$ cat src/design/cecr_defines.svh
// constants for the cluster extended control register block
`ifndef CECR_DEFINES_SVH
`define CECR_DEFINES_SVH
`define CECR_WIDTH 64
`define CECR_DCC_HI 45
`define CECR_DCC_LO 44
`define CECR_EFC_BIT 43
`define CECR_SFP_BIT 42
`define CECR_EOACK_BIT 20
`define CECR_ROACK_BIT 19
`define CECR_REQORD_BIT 18
`define CECR_RDLAT_BIT 17
`define CECR_WRLAT_HI 16
`define CECR_WRLAT_LO 15
`define CECR_PFM_HI 10
`define CECR_PFM_LO 8
`define CECR_ATOM_BIT 7
`define CECR_STASH_HI 6
`define CECR_STASH_LO 5
`define CECR_POIS_BIT 4
`define CECR_POISPP_BIT 1
`define CECR_RST_DCC 2'h3
`define CECR_RST_EFC 1'h0
`define CECR_RST_SFP 1'h1
`define CECR_RST_EOACK 1'h0
`define CECR_RST_ROACK 1'h0
`define CECR_RST_REQORD 1'h0
`define CECR_RST_PFM 3'h5
`define CECR_RST_ATOM 1'h0
`define CECR_RST_STASH 2'h2
`define CECR_RST_POIS 1'h1
`define CECR_RST_POISPP 1'h1
`define CECR_EC_SYSREG 6'h18
`define CECR_RDLAT_SHORT 2'h2
`define CECR_RDLAT_LONG 2'h3
`endif

$ cat src/design/cecr_pkg.sv
// types for the cluster extended control register block
package cecr_pkg;
	typedef enum logic [1:0] {
		CECR_EL0,
		CECR_EL1,
		CECR_EL2,
		CECR_EL3
	} cecr_el_t;
	typedef enum logic [1:0] {
		CECR_OK,
		CECR_UNDEF,
		CECR_TRAP_EL2,
		CECR_TRAP_EL3
	} cecr_result_t;
	typedef enum logic [1:0] {
		CECR_CLEAN_NONE,
		CECR_CLEAN_EVICT,
		CECR_CLEAN_WEF,
		CECR_CLEAN_WEOE
	} cecr_clean_t;
endpackage : cecr_pkg

$ cat src/design/cecr_top.sv
// cluster extended control register with decoded control outputs
`timescale 1ns/100ps
`default_nettype none
`include "cecr_defines.svh"
module cecr_top
	import cecr_pkg::*;
#(
	parameter logic BUILD_READ_LATENCY_PARAM = 1'b0,
	parameter logic [1:0] BUILD_WRITE_LATENCY_PARAM = 2'b00,
	parameter logic DIRECT_CONNECT = 1'b0,
	parameter logic AXI_BUILD = 1'b0
)
(
	// clock and reset
	input wire logic clock,
	input wire logic rst_n,
	// system register access
	input wire logic acc_valid,
	input wire logic acc_write,
	input wire cecr_el_t acc_el,
	input wire logic [63:0] acc_wdata,
	output logic acc_done_q,
	output logic [63:0] acc_rdata_q,
	output cecr_result_t acc_result_q,
	output logic [5:0] acc_syndrome_q,
	// privilege state
	input wire logic el2_enabled,
	input wire logic impl_register_trap_ctl,
	input wire logic el2_ext_control_write_enable,
	input wire logic el3_ext_control_write_enable,
	input wire logic halted,
	input wire logic secure_debug_disable,
	input wire logic el3_sdd_priority,
	// cluster events
	input wire logic broadcast_atomic_pin,
	input wire logic clean_evict_unique,
	input wire logic clean_evict_shared,
	input wire logic clean_evict_flush,
	input wire logic main_poison_event,
	input wire logic periph_poison_event,
	// decoded controls
	output cecr_clean_t clean_action_q,
	output logic endpoint_order_ack_q,
	output logic request_order_ack_q,
	output logic request_order_allow_q,
	output logic [1:0] l3_read_cycles_q,
	output logic [1:0] l3_write_latency_q,
	output logic [7:0] prefetch_wait_q,
	output logic atomics_to_interconnect_q,
	output logic [1:0] stash_mode_q,
	output logic cluster_error_irq_n
);
	////////////////////////////////////////////////////////////////
	// build parameter checks
	if (BUILD_WRITE_LATENCY_PARAM == 2'b11) begin : g_bad_write_code
		$error("write latency code 11 is reserved");
	end
	// code 10 only works with the long read latency
	if (BUILD_WRITE_LATENCY_PARAM == 2'b10 && !BUILD_READ_LATENCY_PARAM) begin : g_bad_pair
		$error("write latency code 10 needs three cycle reads");
	end
	////////////////////////////////////////////////////////////////
	// reset release
	logic rst_meta_q;
	logic rst_sync_q;
	always_ff @(posedge clock or negedge rst_n) begin
		if (!rst_n) begin
			rst_meta_q <= 1'b0;
			rst_sync_q <= 1'b0;
		end else begin
			rst_meta_q <= 1'b1;
			rst_sync_q <= rst_meta_q;
		end
	end
	////////////////////////////////////////////////////////////////
	// pin synchroniser
	logic [5:0] pin_meta_q;
	logic [5:0] pin_sync_q;
	always_ff @(posedge clock or negedge rst_sync_q) begin
		if (!rst_sync_q) begin
			pin_meta_q <= 6'h00;
			pin_sync_q <= 6'h00;
		end else begin
			pin_meta_q <= {broadcast_atomic_pin, clean_evict_unique, clean_evict_shared,
				clean_evict_flush, main_poison_event, periph_poison_event};
			pin_sync_q <= pin_meta_q;
		end
	end
	logic bcast_s;
	logic ev_uc_s;
	logic ev_sc_s;
	logic ev_fl_s;
	logic pois_m_s;
	logic pois_p_s;
	assign {bcast_s, ev_uc_s, ev_sc_s, ev_fl_s, pois_m_s, pois_p_s} = pin_sync_q;
	////////////////////////////////////////////////////////////////
	// result decoding
	function automatic logic result_ok(cecr_result_t r);
		return r == CECR_OK;
	endfunction : result_ok
	function automatic logic result_traps(cecr_result_t r);
		return (r == CECR_TRAP_EL2) || (r == CECR_TRAP_EL3);
	endfunction : result_traps
	////////////////////////////////////////////////////////////////
	// access decision
	cecr_result_t chk_result;
	cecr_access_check u_check (
		.el(acc_el),
		.is_write(acc_write),
		.el2_enabled(el2_enabled),
		.impl_register_trap_ctl(impl_register_trap_ctl),
		.el2_ext_control_write_enable(el2_ext_control_write_enable),
		.el3_ext_control_write_enable(el3_ext_control_write_enable),
		.halted(halted),
		.secure_debug_disable(secure_debug_disable),
		.el3_sdd_priority(el3_sdd_priority),
		.result(chk_result)
	);
	logic wr_ok;
	assign wr_ok = acc_valid && acc_write && result_ok(chk_result);
	////////////////////////////////////////////////////////////////
	// register fields
	logic [1:0] downstream_cache_sel_q;
	logic eviction_flush_sel_q;
	logic snoop_filter_present_q;
	logic endpoint_order_ack_sel_q;
	logic request_order_ack_sel_q;
	logic request_order_allow_sel_q;
	logic l3_read_latency_sel_q;
	logic [1:0] l3_write_latency_sel_q;
	logic [2:0] prefetch_match_delay_q;
	logic atomics_keep_internal_q;
	logic [1:0] stash_without_l3_sel_q;
	logic main_port_poison_ok_q;
	logic periph_port_poison_ok_q;
	always_ff @(posedge clock or negedge rst_sync_q) begin
		if (!rst_sync_q) begin
			downstream_cache_sel_q <= `CECR_RST_DCC;
			eviction_flush_sel_q <= `CECR_RST_EFC;
			snoop_filter_present_q <= `CECR_RST_SFP;
			endpoint_order_ack_sel_q <= `CECR_RST_EOACK;
			request_order_ack_sel_q <= `CECR_RST_ROACK;
			request_order_allow_sel_q <= `CECR_RST_REQORD;
			l3_read_latency_sel_q <= BUILD_READ_LATENCY_PARAM;
			l3_write_latency_sel_q <= BUILD_WRITE_LATENCY_PARAM;
			prefetch_match_delay_q <= `CECR_RST_PFM;
			atomics_keep_internal_q <= `CECR_RST_ATOM;
			stash_without_l3_sel_q <= `CECR_RST_STASH;
			main_port_poison_ok_q <= `CECR_RST_POIS;
			periph_port_poison_ok_q <= `CECR_RST_POISPP;
		end else if (wr_ok) begin
			downstream_cache_sel_q <= acc_wdata[`CECR_DCC_HI:`CECR_DCC_LO];
			eviction_flush_sel_q <= acc_wdata[`CECR_EFC_BIT];
			snoop_filter_present_q <= acc_wdata[`CECR_SFP_BIT];
			endpoint_order_ack_sel_q <= acc_wdata[`CECR_EOACK_BIT];
			request_order_ack_sel_q <= acc_wdata[`CECR_ROACK_BIT];
			request_order_allow_sel_q <= acc_wdata[`CECR_REQORD_BIT];
			l3_read_latency_sel_q <= acc_wdata[`CECR_RDLAT_BIT];
			l3_write_latency_sel_q <= acc_wdata[`CECR_WRLAT_HI:`CECR_WRLAT_LO];
			prefetch_match_delay_q <= acc_wdata[`CECR_PFM_HI:`CECR_PFM_LO];
			atomics_keep_internal_q <= acc_wdata[`CECR_ATOM_BIT];
			stash_without_l3_sel_q <= acc_wdata[`CECR_STASH_HI:`CECR_STASH_LO];
			main_port_poison_ok_q <= acc_wdata[`CECR_POIS_BIT];
			periph_port_poison_ok_q <= acc_wdata[`CECR_POISPP_BIT];
		end
	end
	////////////////////////////////////////////////////////////////
	// read image
	logic [63:0] image;
	always_comb begin
		image = 64'h0;
		image[`CECR_DCC_HI:`CECR_DCC_LO] = downstream_cache_sel_q;
		image[`CECR_EFC_BIT] = eviction_flush_sel_q;
		image[`CECR_SFP_BIT] = snoop_filter_present_q;
		image[`CECR_EOACK_BIT] = endpoint_order_ack_sel_q;
		image[`CECR_ROACK_BIT] = request_order_ack_sel_q;
		image[`CECR_REQORD_BIT] = request_order_allow_sel_q;
		image[`CECR_RDLAT_BIT] = l3_read_latency_sel_q;
		image[`CECR_WRLAT_HI:`CECR_WRLAT_LO] = l3_write_latency_sel_q;
		image[`CECR_PFM_HI:`CECR_PFM_LO] = prefetch_match_delay_q;
		image[`CECR_ATOM_BIT] = atomics_keep_internal_q;
		image[`CECR_STASH_HI:`CECR_STASH_LO] = stash_without_l3_sel_q;
		image[`CECR_POIS_BIT] = main_port_poison_ok_q;
		image[`CECR_POISPP_BIT] = periph_port_poison_ok_q;
		if (DIRECT_CONNECT) begin
			// direct connect builds read these fields as zero
			image[`CECR_EFC_BIT:`CECR_SFP_BIT] = 2'h0;
			image[`CECR_DCC_HI:`CECR_DCC_LO] = 2'h0;
			image[`CECR_RDLAT_BIT:`CECR_WRLAT_LO] = 3'h0;
			image[`CECR_PFM_HI:`CECR_STASH_LO] = 6'h00;
			image[`CECR_POIS_BIT] = 1'b0;
			image[`CECR_POISPP_BIT] = 1'b0;
		end
	end
	////////////////////////////////////////////////////////////////
	// access answer
	always_ff @(posedge clock or negedge rst_sync_q) begin
		if (!rst_sync_q) begin
			acc_done_q <= 1'b0;
			acc_rdata_q <= 64'h0;
			acc_result_q <= CECR_OK;
			acc_syndrome_q <= 6'h00;
		end else begin
			acc_done_q <= acc_valid;
			if (acc_valid) begin
				acc_result_q <= chk_result;
				acc_rdata_q <= (!acc_write && result_ok(chk_result)) ? image : 64'h0;
				acc_syndrome_q <= result_traps(chk_result)
					? `CECR_EC_SYSREG : 6'h00;
			end
		end
	end
	////////////////////////////////////////////////////////////////
	// decoded controls
	logic [1:0] dcc_eff;
	logic efc_eff;
	logic sfp_eff;
	assign dcc_eff = DIRECT_CONNECT ? 2'h0 : downstream_cache_sel_q;
	assign efc_eff = DIRECT_CONNECT ? 1'b0 : eviction_flush_sel_q;
	assign sfp_eff = DIRECT_CONNECT ? 1'b0 : snoop_filter_present_q;
	cecr_clean_t with_data;
	always_comb begin
		with_data = CECR_CLEAN_NONE;
		if (!ev_fl_s || efc_eff) begin
			case (dcc_eff)
				2'h1: with_data = ev_uc_s ? CECR_CLEAN_WEF : CECR_CLEAN_NONE;
				2'h2: with_data = ev_uc_s ? CECR_CLEAN_WEOE : CECR_CLEAN_NONE;
				2'h3: with_data = (ev_uc_s || ev_sc_s) ? CECR_CLEAN_WEOE : CECR_CLEAN_NONE;
				default: with_data = CECR_CLEAN_NONE;
			endcase
		end
	end
	logic any_evict;
	assign any_evict = ev_uc_s || ev_sc_s;
	always_ff @(posedge clock or negedge rst_sync_q) begin
		if (!rst_sync_q) begin
			clean_action_q <= CECR_CLEAN_NONE;
		end else if (with_data != CECR_CLEAN_NONE) begin
			clean_action_q <= with_data;
		end else begin
			clean_action_q <= (any_evict && sfp_eff) ? CECR_CLEAN_EVICT : CECR_CLEAN_NONE;
		end
	end
	always_ff @(posedge clock or negedge rst_sync_q) begin
		if (!rst_sync_q) begin
			endpoint_order_ack_q <= 1'b0;
			request_order_ack_q <= 1'b0;
			request_order_allow_q <= 1'b0;
			l3_read_cycles_q <= `CECR_RDLAT_SHORT;
			l3_write_latency_q <= 2'h0;
			prefetch_wait_q <= 8'h01;
			atomics_to_interconnect_q <= 1'b0;
			stash_mode_q <= `CECR_RST_STASH;
		end else begin
			endpoint_order_ack_q <= endpoint_order_ack_sel_q;
			request_order_ack_q <= request_order_ack_sel_q;
			request_order_allow_q <= request_order_allow_sel_q;
			l3_read_cycles_q <= (l3_read_latency_sel_q && !DIRECT_CONNECT)
				? `CECR_RDLAT_LONG : `CECR_RDLAT_SHORT;
			l3_write_latency_q <= DIRECT_CONNECT ? 2'h0 : l3_write_latency_sel_q;
			prefetch_wait_q <= DIRECT_CONNECT ? 8'h01
				: 8'(8'h01 << prefetch_match_delay_q);
			atomics_to_interconnect_q <= bcast_s && (DIRECT_CONNECT || !atomics_keep_internal_q);
			stash_mode_q <= DIRECT_CONNECT ? 2'h0 : stash_without_l3_sel_q;
		end
	end
	////////////////////////////////////////////////////////////////
	// poisoned data error interrupt
	logic pois_raise;
	assign pois_raise = !AXI_BUILD && !DIRECT_CONNECT &&
		((pois_m_s && !main_port_poison_ok_q) || (pois_p_s && !periph_port_poison_ok_q));
	always_ff @(posedge clock or negedge rst_sync_q) begin
		if (!rst_sync_q) begin
			cluster_error_irq_n <= 1'b1;
		end else begin
			cluster_error_irq_n <= !pois_raise;
		end
	end
endmodule : cecr_top
`default_nettype wire

$ cat src/design/cecr_access_check.sv
// privilege and trap decision for one register access
`timescale 1ns/100ps
`default_nettype none
module cecr_access_check
	import cecr_pkg::*;
(
	// access
	input wire cecr_el_t el,
	input wire logic is_write,
	// system state
	input wire logic el2_enabled,
	input wire logic impl_register_trap_ctl,
	input wire logic el2_ext_control_write_enable,
	input wire logic el3_ext_control_write_enable,
	input wire logic halted,
	input wire logic secure_debug_disable,
	input wire logic el3_sdd_priority,
	// decision
	output cecr_result_t result
);
	logic undef_sdd;
	assign undef_sdd = halted && secure_debug_disable;
	always_comb begin
		result = CECR_OK;
		case (el)
			CECR_EL0: result = CECR_UNDEF;
			CECR_EL1: begin
				if (el2_enabled && impl_register_trap_ctl) begin
					result = CECR_TRAP_EL2;
				end else if (is_write) begin
					if (undef_sdd && el3_sdd_priority && !el3_ext_control_write_enable) begin
						result = CECR_UNDEF;
					end else if (el2_enabled && !el2_ext_control_write_enable) begin
						result = CECR_TRAP_EL2;
					end else if (!el3_ext_control_write_enable) begin
						result = undef_sdd ? CECR_UNDEF : CECR_TRAP_EL3;
					end
				end
			end
			CECR_EL2: begin
				if (is_write && !el3_ext_control_write_enable) begin
					result = undef_sdd ? CECR_UNDEF : CECR_TRAP_EL3;
				end
			end
			default: result = CECR_OK;
		endcase
	end
endmodule : cecr_access_check
`default_nettype wire

$ cat config.mk
export PLATFORM = sky130hd
export DESIGN_NAME = cecr_top
export DESIGN_NICKNAME = d
export VERILOG_FILES = /design/src/design/cecr_pkg.sv /design/src/design/cecr_top.sv /design/src/design/cecr_access_check.sv
export VERILOG_INCLUDE_DIRS = /design/src /design/src/design
export SDC_FILE = /design/constraint.sdc
export NUM_CORES = 1
export LEC_CHECK = 0
export ABC_AREA = 1
export BUFFER_PORTS_ARGS = -buffer_cell sky130_fd_sc_hd__buf_2
export CORE_ASPECT_RATIO = 0.6
export CORE_UTILIZATION = 40
export DETAILED_ROUTE_END_ITERATION = 12
export PLACE_DENSITY = 0.76
export REMOVE_ABC_BUFFERS = 1
export SYNTH_ARGS = -nofsm -noshare
export SYNTH_HDL_FRONTEND = slang
export SYNTH_SLANG_ARGS = --single-unit
$ cat constraint.sdc
create_clock -name clock -period 3 [get_ports clock]
set_clock_uncertainty 0.2 [all_clocks]
set_input_delay 0.45 -clock clock [delete_from_list [all_inputs] [get_ports clock]]
set_output_delay 0.45 -clock clock [all_outputs]
set_load 0.1 [all_outputs]
==> impl_metrics.yaml <==
routing:
  first_pass_iters: 4
  wl_um: 6210
  final_antenna_net_count: 0
  wl_per_cell_um: 12.4
  num_vias: 2150
  drt_iter0_drc: 81
  vias_per_cell: 4.29
  drc_errors: 0
floorplanning:
  fp.dieH_um: 70.6
  rows: 24
  core_area_sq_mm: 0.00742
  boundaryPins: 177
  die_w_um: 116
  floorplan.die_area_sq_mm: 0.00820
  start_util: 0.422
sta:
  maxSlewHeadroom: 0.414
  drv_slew: 0
  finalSetupTns_ps: 0
  fmax_ghz: 0.524
  rsz0062_at_grt: "no"
  min_period_ps: 1910
  setup_viol: 0
  worst_slew_pin_slew_ps: 880
  finalHoldViolCount: 0
  fin_crit_sh: 0.636
worst_hold_path:
  worstHoldStart: "clean_evict_flush"
  min_to: "pin_meta_q[2]$_DFF_PN0_"
  worstHoldPathCells: 1
  worstHoldPathType: "input pin to flop"
setup_path:
  critPathMaxStageDelay_ps: 520
  cp_top_family: "flip-flops"
  r2r_cells: 1
  crit_fanout: 1
  cpMaxStageDelayCell: "dfstp_2"
  r2r_end: "acc_result_q[1]$_DFFE_PN0P_"
  rrSetupSlack_ps: 1760
  crit_type: "flop to output port"
  worstSetupEndpointType: "output port"
  path_buf_inv: 1
  worstPathArrival_ps: 1260
  r2r_start: "rst_sync_q$_DFF_PN0_"
  cp.required_ps: 2350
  path_cells: "buf_2"
  crit_path_start_kind: "flop"
finish:
  syn2layout_area_growth_pct: 20.2
  layout.nets: 475
  stdcell_count: 501
  drive_above_1_share: 0.310
  n_antenna_cell: 0
  fill_cells: 682
logic_synthesis:
  synth_area_leaders: "dfrtp_1 50%, buf_4 13%, nand2_1 10%, dfstp_2 9.2%, nand4_1 3.8%"
  syn_area_sq_mm: 0.00313
  yosysSeqAreaShare: 0.595
  yosys.area.top_type: "dfrtp_1"
  syn_area_per_cell_sq_um: 10.1
  postSynth.asyncResetShare: 1.00
  synth_edf_count: 0
  synth_top_cell_area_share: 0.503
  synthTopCellsByCount: "87 x nand2_1, 63 x dfrtp_1, 54 x buf_4, 19 x nand4_1, 16 x inv_1"
  ys_dominant_reg_cell: "dfrtp_1"
  synthCells: 311
  yosys_register_bits: 74
  synthMostInstantiatedCell: "nand2_1"
  synth_cell_types: 25
  yosysWarningCount: 0
clock_tree:
  post_cts_resized: 0
  path_clk_slew_ps: 60
  clockBufferDepth: 2
  htreeDepth: 3
  clkLatencyLatePin_ps: 320
  clock_sinks: 74
  cts_inserted_buffers: 9
  cts_root_buffer: "clkbuf_16"
  cts_setup_buffers: 0
  cts_tree: "yes"
global_routing:
  grt_pass1_vias: 1974
  grt.total_usage: 0.163
  gr-total-overflow: 0
  grt_pass1_wl_um: 9890
  grt_max_degree: 73
  antenna_found_initial: 0
pwr:
  seq_power_share: 0.343
  power.density_mw_per_mm2: 956
  p_int_mw: 2.10
  p_sw_mw: 1.50
  switching_share: 0.417
  vdd_drop_max_mv: 0.405
  p_leak_nw: 2.04
  clock_power_share: 0.336
  power_frac_comb: 0.321
outcome:
  outcome: "finished, final reports clean"
flow_run:
  drv_cap: 0
placement:
  gp_congestion: 0.739
  dp_cells: 484
  dp_hpwl_um: 4230
  portBuffers: 79
[state kept, by name, summed over array words and instances, names as in the netlist, 2 cells and up]
signal	flops
acc_rdata_q	18
acc_result_q	2
clean_action_q	2
dcc_eff	2
l3_write_latency_q	2
l3_write_latency_sel_q	2
pin_meta_q	6
pin_sync_q	6
prefetch_match_delay_q	3
prefetch_wait_q	8
stash_mode_q	2
stash_without_l3_sel_q	2
[layout by cell type (no fill, tap or decap), types with 2 or more instances in the layout]
cell type	Yosys	routed
buf_2	3	79
buf_4	54	3
bufinv_16	0	3
clkbuf_16	0	9
clkinv_2	0	2
clkinv_4	0	2
conb_1	2	52
dfrtp_1	63	62
dfstp_2	11	11
inv_1	16	16
inv_2	2	2
nand2_1	87	87
nand3_1	5	5
nand4_1	19	19
nor2_1	6	6
nor3_1	8	8
o21ai_0	10	10
o21ai_1	5	5
o21ai_2	6	6
[how the worst max path moves through the flow]
| stage | from | to | slack, ps | cells past startpoint |
|---|---|---|---|---|
| 5_1_grt | halted | prefetch_match_delay_q[1]$_DFFE_PN0P_ | 1040 | 11 |
| 4_1_cts | stash_mode_q[1]$_DFF_PN1_ | stash_mode_q[1] | 1080 | 1 |
| 3_5_place_dp | halted | prefetch_match_delay_q[1]$_DFFE_PN0P_ | 840 | 11 |
| 3_3_place_gp | halted | request_order_ack_sel_q$_DFFE_PN0P_ | 900 | 11 |
| 6_report | stash_mode_q[1]$_DFF_PN1_ | stash_mode_q[1] | 1090 | 1 |
| 2_1_floorplan | rst_sync_q$_DFF_PN0_ | acc_done_q$_DFF_PN0_ | 610 | 0 |
[logic make-up (layout without fill, tap and decap cells)]
logic type | Yosys count | count (layout) | share of synthesized area
buffers and inverters | 81 | 117 | 0.168
AOI/OAI and AO/OA | 24 | 24 | 0.0507
other | 2 | 52 | 0.00240
DFF | 74 | 74 | 0.595
and+or+nand+nor | 130 | 130 | 0.184
[power by group through the flow]
| stage | Combinational [mW] | Sequential (mW) | Clock (mW) |
|---|---|---|---|
| 2_1_floorplan | 0.411 | 1.82 | 0 |
| 3_3_place_gp | 1.15 | 1.25 | 0 |
| 3_5_place_dp | 1.16 | 1.25 | 0 |
| 4_1_cts | 1.16 | 1.24 | 1.23 |
| 5_1_grt | 1.20 | 1.25 | 1.27 |
| 6_report | 1.15 | 1.23 | 1.21 |
[metal layers]
metal	global-route usage	up-vias	routed length, um
met5	0	-	0
met4	0.0427	0	44
met3	0.0583	7	297
met2	0.252	57	3030
met1	0.217	1030	2840
li1	-	1056	-
[through the flow]
| step | hold slack [ps] | instance area [sq um] | setup WS, ps | power, mW | util |
|---|---|---|---|---|---|
| floorplan | -45.6 | 2860 | 606 | 2.23 | - |
| global placement | 36.8 | 3410 | 896 | 2.39 | 0.460 |
| detailed placement | 41.3 | 3410 | 839 | 2.41 | 0.460 |
| CTS | 15.8 | 3760 | 1080 | 3.63 | 0.508 |
| global route | 7.84 | 3760 | 1040 | 3.73 | 0.508 |
| finish | 27.2 | 3760 | 1090 | 3.60 | 0.508 |
[layout make-up]
cell class	count	area [sq um]	area share
Multi-Input combinational cell	206	930	0.247
Sequential cell	74	1870	0.496
Clock inverter	7	118	0.0312
Tap cell	104	130	0.0346
Inverter	18	67.6	0.0179
Clock buffer	9	225	0.0598
Timing Repair Buffer	83	428	0.114
[what timing repair did]
item	CTS	global route
hold buffers	1	0
setup endpoints to repair	0	0
endpoints found under the hold margin	2	0
Power figures use the tool's default switching activity.
